`config.mk`:
```
export PLATFORM = sky130hd
export DESIGN_NAME = bp_debug_entry
export DESIGN_NICKNAME = d
export VERILOG_FILES = /design/src/verilog/bp_debug_pkg.sv /design/src/verilog/bp_cmd_if.sv /design/src/verilog/bp_cmd_port.sv /design/src/verilog/bp_debug_entry.sv
export SDC_FILE = /design/constraint.sdc
export NUM_CORES = 1
export LEC_CHECK = 0
export BUFFER_PORTS_ARGS = -buffer_cell sky130_fd_sc_hd__buf_2
export CAP_MARGIN = 10
export CORE_AREA = 2 2 193 195
export DETAILED_ROUTE_END_ITERATION = 8
export DIE_AREA = 0 0 195 197
export GPL_TIMING_DRIVEN = 0
export PLACE_DENSITY = 0.6
export RECOVER_POWER = 50
export SLEW_MARGIN = 20
export SYNTH_ARGS = -nofsm -noshare
export SYNTH_HDL_FRONTEND = slang
export SYNTH_SLANG_ARGS = --single-unit
export TNS_END_PERCENT = 20
```
`constraint.sdc`:
```
create_clock -name clk_i -period 2.4 [get_ports clk_i]
set_input_delay 0.12 -clock clk_i [delete_from_list [all_inputs] [get_ports clk_i]]
set_output_delay 0.12 -clock clk_i [all_outputs]
set_load 0.05 [all_outputs]
```
`src/verilog/bp_debug_pkg.sv`:
```
// Constants for breakpoint comparison and debug entry logic.
// Assumes a 16-bit core address space and 16-bit register writes.
package bp_debug_pkg;
	localparam logic [15:0] BP_RESET = 16'hFFFF;
	localparam logic [15:0] DEBUG_ENTRY_ADDR = 16'h8010;
	localparam logic [7:0] OP_READ_CTRL = 8'h01;
	localparam logic [7:0] OP_READ_MASK = 8'h03;
	localparam logic [7:0] OP_READ_DATA = 8'h04;
	localparam logic [7:0] OP_READ_BP0 = 8'h05;
	localparam logic [7:0] OP_READ_BP5 = 8'h0A;
	localparam logic [7:0] OP_WRITE_CTRL = 8'h11;
	localparam logic [7:0] OP_WRITE_MASK = 8'h13;
	localparam logic [7:0] OP_WRITE_DATA = 8'h14;
	localparam logic [7:0] OP_WRITE_BP0 = 8'h15;
	localparam logic [7:0] OP_WRITE_BP5 = 8'h1A;
	localparam logic [7:0] OP_DEBUG = 8'h1F;
	localparam int BP_COUNT = 6;
	localparam int CTRL_ENABLE_BIT = 0;
	localparam int CTRL_REGSEL_BIT = 1;
	localparam int MOD_LSB = 0;
	localparam int MOD_MSB = 3;
	localparam int IDX_LSB = 4;
	localparam int IDX_MSB = 8;
	localparam logic [1:0] STATUS_BACKGROUND = 2'h0;
	localparam logic [1:0] STATUS_DEBUG_IDLE = 2'h1;
	typedef enum logic [2:0] {ST_RUN, ST_WAIT, ST_BLOCK, ST_PUSH, ST_LOAD, ST_IGE, ST_HALT}
		entry_state_e;
endpackage : bp_debug_pkg

```
`src/verilog/bp_cmd_if.sv`:
```
// Carries one decoded host command from the command port into the engine.
// Assumes a single clock shared by both ends.
`timescale 1ns/1ps
interface bp_cmd_if;
	logic valid;
	logic [7:0] opcode;
	logic [15:0] data;
	modport src (output valid, output opcode, output data);
	modport dst (input valid, input opcode, input data);
endinterface : bp_cmd_if

```
`src/verilog/bp_cmd_port.sv`:
```
// Host command port: samples the link clock, shifts 24-bit frames LSB first.
// Frame is opcode then data LSB first; data and frame pins pass two flip-flops, the link clock three.
`timescale 1ns/1ps
module bp_cmd_port (
	input wire logic clk_i,
	input wire logic rstn_i,
	input wire logic tck_i,
	input wire logic tdi_i,
	input wire logic frame_i,
	bp_cmd_if.src cmd
);
	typedef struct packed {
		logic [2:0] tck_s;
		logic [1:0] tdi_s;
		logic [1:0] frm_s;
		logic [23:0] shift;
		logic [4:0] cnt;
		logic valid;
		logic [7:0] opcode;
		logic [15:0] data;
	} port_s;
	port_s state_reg;
	port_s state_next;
	logic rise;
	always_comb
	begin
		state_next = state_reg;
		state_next.tck_s = {state_reg.tck_s[1:0], tck_i};
		state_next.tdi_s = {state_reg.tdi_s[0], tdi_i};
		state_next.frm_s = {state_reg.frm_s[0], frame_i};
		state_next.valid = 1'b0;
		// Edge seen only on synchronised copies
		rise = state_reg.tck_s[1] & ~state_reg.tck_s[2];
		if (!state_reg.frm_s[1])
		begin
			state_next.cnt = 5'h00;
		end
		else if (rise)
		begin
			state_next.shift = {state_reg.tdi_s[1], state_reg.shift[23:1]};
			state_next.cnt = state_reg.cnt + 5'h01;
			if (state_reg.cnt == 5'h17)
			begin
				state_next.valid = 1'b1;
				state_next.opcode = state_next.shift[7:0];
				state_next.data = state_next.shift[23:8];
				state_next.cnt = 5'h00;
			end
		end
	end
	always_ff @(posedge clk_i or negedge rstn_i)
	begin
		if (!rstn_i)
			state_reg <= '0;
		else
			state_reg <= state_next;
	end
	assign cmd.valid = state_reg.valid;
	assign cmd.opcode = state_reg.opcode;
	assign cmd.data = state_reg.data;
endmodule : bp_cmd_port

```
`src/verilog/bp_debug_entry.sv`:
```
// Breakpoint compare and debug-mode entry sequencer of the debug engine.
// Assumes the core reports write and prefix activity in the clk_i domain.
// What this block does
// - Address mode: dual breakpoints compare data address bus and break on equality
// - Register mode: bits 3:0 module, 8:4 index, 15:9 ignored
// - In register mode the second dual breakpoint also needs masked written data to match
// - All breakpoints reset to FFFFh on power-on and test-logic-reset
// - Breakpoints reachable only through host commands, never by the CPU
// - Enable bit arms comparison on all six breakpoints
// - Select bit picks address or register matching for both dual breakpoints
// - Break on a prefix instruction waits until the prefixed op completes
// - Status reads 00b in background, 01b once in debug mode
// - Breakpoint or host debug command enter debug mode the same way
// - Entry: block fetch, push return, load 8010h, clear interrupt enable, halt
// - In debug mode further matches and debug commands do nothing
// - Debug mode stops every timer clock including watchdog
// - No interrupt granted in debug mode
// - Four program breakpoints compare with execution address when enabled
// - Host debug command halts after the current instruction completes
`timescale 1ns/1ps
module bp_debug_entry (
	input wire logic clk_i,
	input wire logic rstn_i,
	input wire logic tck_i,
	input wire logic tdi_i,
	input wire logic frame_i,
	input wire logic tap_reset_i,
	input wire logic [15:0] pc_i,
	input wire logic pc_valid_i,
	input wire logic [15:0] daddr_i,
	input wire logic daddr_valid_i,
	input wire logic [8:0] dest_i,
	input wire logic [15:0] wdata_i,
	input wire logic dest_valid_i,
	input wire logic prefix_i,
	input wire logic instr_done_i,
	output logic fetch_block_o,
	output logic push_ret_o,
	output logic ip_load_o,
	output logic [15:0] ip_value_o,
	output logic ige_clear_o,
	output logic cpu_halt_o,
	output logic timer_stop_o,
	output logic irq_block_o,
	output logic [1:0] status_o,
	output logic [15:0] rd_data_o,
	output logic rd_valid_o
);
	bp_cmd_if cmd_bus ();
	bp_cmd_port u_port (
		.clk_i(clk_i),
		.rstn_i(rstn_i),
		.tck_i(tck_i),
		.tdi_i(tdi_i),
		.frame_i(frame_i),
		.cmd(cmd_bus)
	);
	typedef struct packed {
		logic [1:0] trst_s;
		logic [5:0][15:0] bp;
		logic [15:0] ctrl;
		logic [15:0] dbg_data;
		logic [15:0] dbg_mask;
		bp_debug_pkg::entry_state_e st;
		logic debug;
		logic fetch_block;
		logic push_ret;
		logic ip_load;
		logic ige_clear;
		logic halt;
		logic [15:0] rd_data;
		logic rd_valid;
		logic [15:0] ip_value;
		logic [1:0] status;
	} eng_s;
	eng_s state_reg;
	eng_s state_next;
	logic [5:0] hit;
	logic en;
	logic regsel;
	logic dest_match_a;
	logic dest_match_b;
	logic data_ok;
	logic [2:0] sel;
	assign en = state_reg.ctrl[bp_debug_pkg::CTRL_ENABLE_BIT];
	assign regsel = state_reg.ctrl[bp_debug_pkg::CTRL_REGSEL_BIT];
	assign dest_match_a = dest_i == state_reg.bp[4][bp_debug_pkg::IDX_MSB:0];
	assign dest_match_b = dest_i == state_reg.bp[5][bp_debug_pkg::IDX_MSB:0];
	assign data_ok = ((wdata_i ^ state_reg.dbg_data) & state_reg.dbg_mask) == 16'h0000;
	genvar gi;
	generate
		for (gi = 0; gi < 4; gi++)
		begin : g_prog
			assign hit[gi] = en && pc_valid_i && pc_i == state_reg.bp[gi];
		end
	endgenerate
	// Gated by enable so a cleared bit never breaks
	assign hit[4] = en && (regsel ? (dest_valid_i && dest_match_a)
		: (daddr_valid_i && daddr_i == state_reg.bp[4]));
	assign hit[5] = en && (regsel ? (dest_valid_i && dest_match_b && data_ok)
		: (daddr_valid_i && daddr_i == state_reg.bp[5]));
	always_comb
	begin
		state_next = state_reg;
		state_next.trst_s = {state_reg.trst_s[0], tap_reset_i};
		state_next.fetch_block = 1'b0;
		state_next.push_ret = 1'b0;
		state_next.ip_load = 1'b0;
		state_next.ige_clear = 1'b0;
		state_next.rd_valid = 1'b0;
		sel = 3'h0;
		// Only host frames reach the registers; no CPU path exists
		if (cmd_bus.valid)
		begin
			if (cmd_bus.opcode == bp_debug_pkg::OP_WRITE_CTRL)
				state_next.ctrl = cmd_bus.data;
			if (cmd_bus.opcode == bp_debug_pkg::OP_WRITE_MASK)
				state_next.dbg_mask = cmd_bus.data;
			if (cmd_bus.opcode == bp_debug_pkg::OP_WRITE_DATA)
				state_next.dbg_data = cmd_bus.data;
			if (cmd_bus.opcode >= bp_debug_pkg::OP_WRITE_BP0
				&& cmd_bus.opcode <= bp_debug_pkg::OP_WRITE_BP5)
			begin
				sel = 3'(cmd_bus.opcode - bp_debug_pkg::OP_WRITE_BP0);
				state_next.bp[sel] = cmd_bus.data;
			end
			if (cmd_bus.opcode == bp_debug_pkg::OP_READ_CTRL)
			begin
				state_next.rd_data = state_reg.ctrl;
				state_next.rd_valid = 1'b1;
			end
			if (cmd_bus.opcode == bp_debug_pkg::OP_READ_MASK)
			begin
				state_next.rd_data = state_reg.dbg_mask;
				state_next.rd_valid = 1'b1;
			end
			if (cmd_bus.opcode == bp_debug_pkg::OP_READ_DATA)
			begin
				state_next.rd_data = state_reg.dbg_data;
				state_next.rd_valid = 1'b1;
			end
			if (cmd_bus.opcode >= bp_debug_pkg::OP_READ_BP0
				&& cmd_bus.opcode <= bp_debug_pkg::OP_READ_BP5)
			begin
				sel = 3'(cmd_bus.opcode - bp_debug_pkg::OP_READ_BP0);
				state_next.rd_data = state_reg.bp[sel];
				state_next.rd_valid = 1'b1;
			end
		end
		case (state_reg.st)
			bp_debug_pkg::ST_RUN:
			begin
				// Both entry paths share the same sequence
				if (|hit || (cmd_bus.valid && cmd_bus.opcode == bp_debug_pkg::OP_DEBUG))
					state_next.st = bp_debug_pkg::ST_WAIT;
			end
			bp_debug_pkg::ST_WAIT:
			begin
				// Prefix holds the break until the prefixed op finishes
				if (instr_done_i && !prefix_i)
				begin
					state_next.st = bp_debug_pkg::ST_BLOCK;
					state_next.fetch_block = 1'b1;
				end
			end
			bp_debug_pkg::ST_BLOCK:
			begin
				state_next.st = bp_debug_pkg::ST_PUSH;
				state_next.fetch_block = 1'b1;
				state_next.push_ret = 1'b1;
			end
			bp_debug_pkg::ST_PUSH:
			begin
				state_next.st = bp_debug_pkg::ST_LOAD;
				state_next.fetch_block = 1'b1;
				state_next.ip_load = 1'b1;
				state_next.ip_value = bp_debug_pkg::DEBUG_ENTRY_ADDR;
			end
			bp_debug_pkg::ST_LOAD:
			begin
				state_next.st = bp_debug_pkg::ST_IGE;
				state_next.fetch_block = 1'b1;
				state_next.ige_clear = 1'b1;
			end
			bp_debug_pkg::ST_IGE:
			begin
				state_next.st = bp_debug_pkg::ST_HALT;
				state_next.halt = 1'b1;
				state_next.debug = 1'b1;
				state_next.status = bp_debug_pkg::STATUS_DEBUG_IDLE;
			end
			bp_debug_pkg::ST_HALT:
			begin
				// Matches and repeated debug commands ignored here
				state_next.st = bp_debug_pkg::ST_HALT;
			end
			default:
				state_next.st = bp_debug_pkg::ST_RUN;
		endcase
		if (state_reg.trst_s[1])
			state_next.bp = {6{bp_debug_pkg::BP_RESET}};
	end
	always_ff @(posedge clk_i or negedge rstn_i)
	begin
		if (!rstn_i)
		begin
			state_reg <= '0;
			state_reg.bp <= {6{bp_debug_pkg::BP_RESET}};
			state_reg.st <= bp_debug_pkg::ST_RUN;
		end
		else
			state_reg <= state_next;
	end
	assign fetch_block_o = state_reg.fetch_block;
	assign push_ret_o = state_reg.push_ret;
	assign ip_load_o = state_reg.ip_load;
	assign ip_value_o = state_reg.ip_value;
	assign ige_clear_o = state_reg.ige_clear;
	assign cpu_halt_o = state_reg.halt;
	assign timer_stop_o = state_reg.debug;
	assign irq_block_o = state_reg.debug;
	// Reset value of the status flop is the background code
	assign status_o = state_reg.status;
	assign rd_data_o = state_reg.rd_data;
	assign rd_valid_o = state_reg.rd_valid;
	AST_ENTRY_ORDER: assert property (@(posedge clk_i) disable iff (!rstn_i)
		push_ret_o |=> ip_load_o ##1 ige_clear_o ##1 cpu_halt_o)
		else $error("entry order wrong");
	AST_STATUS: assert property (@(posedge clk_i) disable iff (!rstn_i)
		status_o == (cpu_halt_o ? 2'h1 : 2'h0))
		else $error("status mismatch");
	AST_HALT_STAYS: assert property (@(posedge clk_i) disable iff (!rstn_i)
		cpu_halt_o |=> cpu_halt_o && !push_ret_o)
		else $error("debug mode disturbed");
	AST_TIMERS: assert property (@(posedge clk_i) disable iff (!rstn_i)
		$rose(cpu_halt_o) |-> timer_stop_o && irq_block_o)
		else $error("timers run in debug");
	AST_IP: assert property (@(posedge clk_i) disable iff (!rstn_i)
		ip_load_o |-> ip_value_o == 16'h8010 && fetch_block_o)
		else $error("bad entry address");
	AST_NO_EN: assert property (@(posedge clk_i) disable iff (!rstn_i)
		state_reg.st == bp_debug_pkg::ST_RUN && !en
		&& !(cmd_bus.valid && cmd_bus.opcode == bp_debug_pkg::OP_DEBUG)
		|=> state_reg.st == bp_debug_pkg::ST_RUN)
		else $error("break while disabled");
	AST_PREFIX: assert property (@(posedge clk_i) disable iff (!rstn_i)
		state_reg.st == bp_debug_pkg::ST_WAIT && prefix_i |=> !fetch_block_o)
		else $error("break inside prefix");
	AST_BREAK: assert property (@(posedge clk_i) disable iff (!rstn_i)
		state_reg.st == bp_debug_pkg::ST_RUN && !regsel && en && daddr_valid_i
		&& daddr_i == state_reg.bp[4] |=> state_reg.st == bp_debug_pkg::ST_WAIT)
		else $error("address break missed");
	AST_TAP_RESET: assert property (@(posedge clk_i) disable iff (!rstn_i)
		state_reg.trst_s[1] |=> state_reg.bp[5] == 16'hFFFF)
		else $error("tap reset missed");
endmodule : bp_debug_entry

```
==> impl_results.md <==
- Status: complete, but fails checks
- Failing checks: capacitance limit, slew limit
- Die ar.: 38,400 um^2
- Min cycle time layout: roughly 2400 ps
- Pin count of the biggest net entering global routing: 91
- Nets: 1,398
- Number of global-route vias before repair: ~10,000
- Clock input transition at the sequential cells of the worst setup and hold paths: ~60 ps
- Tot Pwr: slightly below 0.01 W
- CP bufs+invs: 3
- Detailed Place HPWL: 30.8 mm
- Post-synth top area cell: dfrtp_1
- Setup TNS: 0 ps
- Initial antenna violation count: 1
- Ys flop type: dfrtp_1
- CTS Buf Count: 27
- Yosys warnings: 0
- Die width: 195 um
- Num Clock Sinks: between 200 and 250
- Area growth syn-to-layout: 20.6%
- Routed len/inst: 23.5 um
- CP endpoint kind: flop
- Clk_lat worst skew: 550 ps
- CP max stage delay: 430 ps
- First-pass iteration count of the detailed router: 7
- Critical path origin: u_port.cmd.opcode[0]$_DFFE_PN0P_
- Async S/R FF share, synth: 100%
- Final Instance Area: 15,200 um^2
- CTS tree: done
- Slew Viols, Final: 63
- Dpl cell area: 13,800 um^2
- Gpl congestion: 0.961
- PD cells: 640 nW/um^2
- Arr. time, crit path: approximately 2900 ps
- Slew @ Worst Pin: 1610 ps
- H-Tree Depth: 1
- Ant diodes: 0
- # IOs: 110
- Core area: 36,300 um^2
- Top-count cell post-synth: dfrtp_1
- First-pass GRT wire length: around 64 mm
- Slowest CP cell: clkbuf_1
- Post-synthesis register bit count: between 200 and 250
- Via count: 10,400
- Share of cells above drive strength 1: roughly a third
- Syn Std Cell Area: between 10,000 and 15,000 um^2
- Initial DRC count: 1,041
- Setup Crit Path Kind: flop to flop
- Mapped Avg Cell Area: 10.7 um^2
- Crit-path max FO: 10
- Required time worst endpoint: 2880 ps
- Clock root buffer master: clkbuf_16
- ANT nets after route: 0
- Cell family with most CP delay: buffers and inverters
- Register area share after synthesis: between 40% and 50%
- Clock Path Buffers: 3
- HP Class: input pin to flop
- Util after Layout: 41.8%
- Synth Instances: 1,172
- Commonest cells in the netlist: dfrtp_1 (136), nand2_1 (131), xor2_1 (123), a221o_1 (96), dfstp_2 (96)
- Max reg flops: 146
- # setup viols final: 0
- Final Hold Vio Count: 0
- Initial Utilization: 34.7%
- Drt drc: 0
- Fmax: around 420 MHz
- Worst-path cell chain: buf_6 > clkinvlp_4 > ha_4 > xnor2_4 > nor2_1 > nand2_1 > clkbuf_1 > o21ai_0 > a221o_1
- GR Util All Layers: 22.0%
- Pleak: 6.66 nW
- Critical R2R Launch: u_port.cmd.opcode[0]$_DFFE_PN0P_
- GRT Residual Overflow: 0
- Max_cap viols: 1
- Routed wire length: around 43 mm
- Rel. slew slack: -7.42%
- Post-synth EDFFs: 0
- Port-buffer cells: 94
- Peak supply drop: between 500 and 600 uV
- Vias/cell: 5.74
- Hold path startpoint: prefix_i
- Clk_skew: around 12 ps
- Critical Path Source Type: flop
- Final critical-path share of the clock period: 98.9%
- Die Y-Extent: 197 um
- Row count: 70
- Library cells used by synthesis: approximately 60
- RSZ-0062 raised after global routing: yes
- Synth top area share: 27.1%
- Largest cells by area after synthesis: dfrtp_1 (27%), dfstp_2 (20%), xor2_1 (8.6%), mux2_2 (8.2%), a221o_1 (7.6%)
==> per-layer routing <==
layer  global-route usage [%]  up-vias  wire length, um
met1                     28.1     5208            17500
met2                     36.6      418            20100
met5                        0        -               13
met3                     2.96      122             2460
li1                         -     4625                -
met4                     11.5        2             2460
==> stage by stage <==
step	hold slack [ps]	instances	setup WS [ps]
2_1_floorplan	-176	1186	105
3_3_place_gp	228	1748	-2840
3_5_place_dp	97.8	1750	-563
4_1_cts	39.0	1809	-74.3
5_1_grt	104	1809	-73.6
6_report	49.1	1809	27.0
==> where the power goes <==
part | switching, W | internal, W
sequential | 0.000285 | 0.00419
combinational | 0.000494 | 0.000398
clock | 0.00169 | 0.00265
total | 0.00246 | 0.00724
==> cells by family (layout without fill, tap and decap cells) <==
family | count (synthesis) | after routing | share of synthesized area, %
buf+inv | 131 | 286 | 5.41
fa+ha+maj | 9 | 9 | 0.895
simple gates | 251 | 251 | 9.48
xor+xnor | 133 | 133 | 9.32
flops | 232 | 232 | 47.1
other cells | 1 | 15 | 0.0298
mux | 93 | 93 | 8.32
compound gates | 322 | 322 | 19.4
==> worst paths after layout <==
kind,to,slack (ps),depth (start not counted)
worst max-delay path,state_reg[124]$_DFFE_PN1P_,30,9
worst min-delay path,state_reg[43]$_DFFE_PN0P_,50,5
worst max register to register,state_reg[124]$_DFFE_PN1P_,30,9
worst min register to register,u_port.state_reg[55]$_DFF_PN0_,350,0
max in group asynchronous,state_reg[142]$_DFFE_PN1P_,290,4
min in group asynchronous,state_reg[58]$_DFFE_PN0P_,510,2
==> final cells by class <==
cell class,instances,area [um^2]
fill,3539,21100
multi-input combinational,823,6390
inverter,11,45.0
clock buffer,38,767
clock inverter,11,164
buffer,116,673
sequential,232,5930
tap,468,586
timing repair buffer,110,618
==> tightest hold or removal path, delay by kind of cell <==
kind            cells  cell delay (ps)
simple gates        2              210
compound gates      2              150
buf+inv             1               80
==> layout by cell type, fill, tap and decap left out, drive strengths merged, types with 2 or more instances in the layout <==
cell / count
buf: 142
dfrtp: 136
nand2: 131
xor2: 123
clkbuf: 115
o21ai: 103
a221o: 96
dfstp: 96
mux2: 92
a22oi: 54
nor4: 28
nor2: 26
nand3: 24
a21oi: 22
a222oi: 17
a22o: 16
conb: 15
inv: 13
nand4: 11
xnor2: 10
ha: 9
dlygate4sd3: 7
nor2b: 6
and3: 5
bufinv: 4
nor3: 4
clkinv: 4
and2: 3
nand2b: 3
a21boi: 2
a21o: 2
and4: 2
==> what timing repair did <==
item	CTS	global route
setup buffers	5	2
endpoints found under the hold margin	67	0
gates resized for setup	55	52
pin swaps	5	6
hold buffers	7	0
endpoints found under the setup margin	125	113
(Power assumes the default switching activity.)
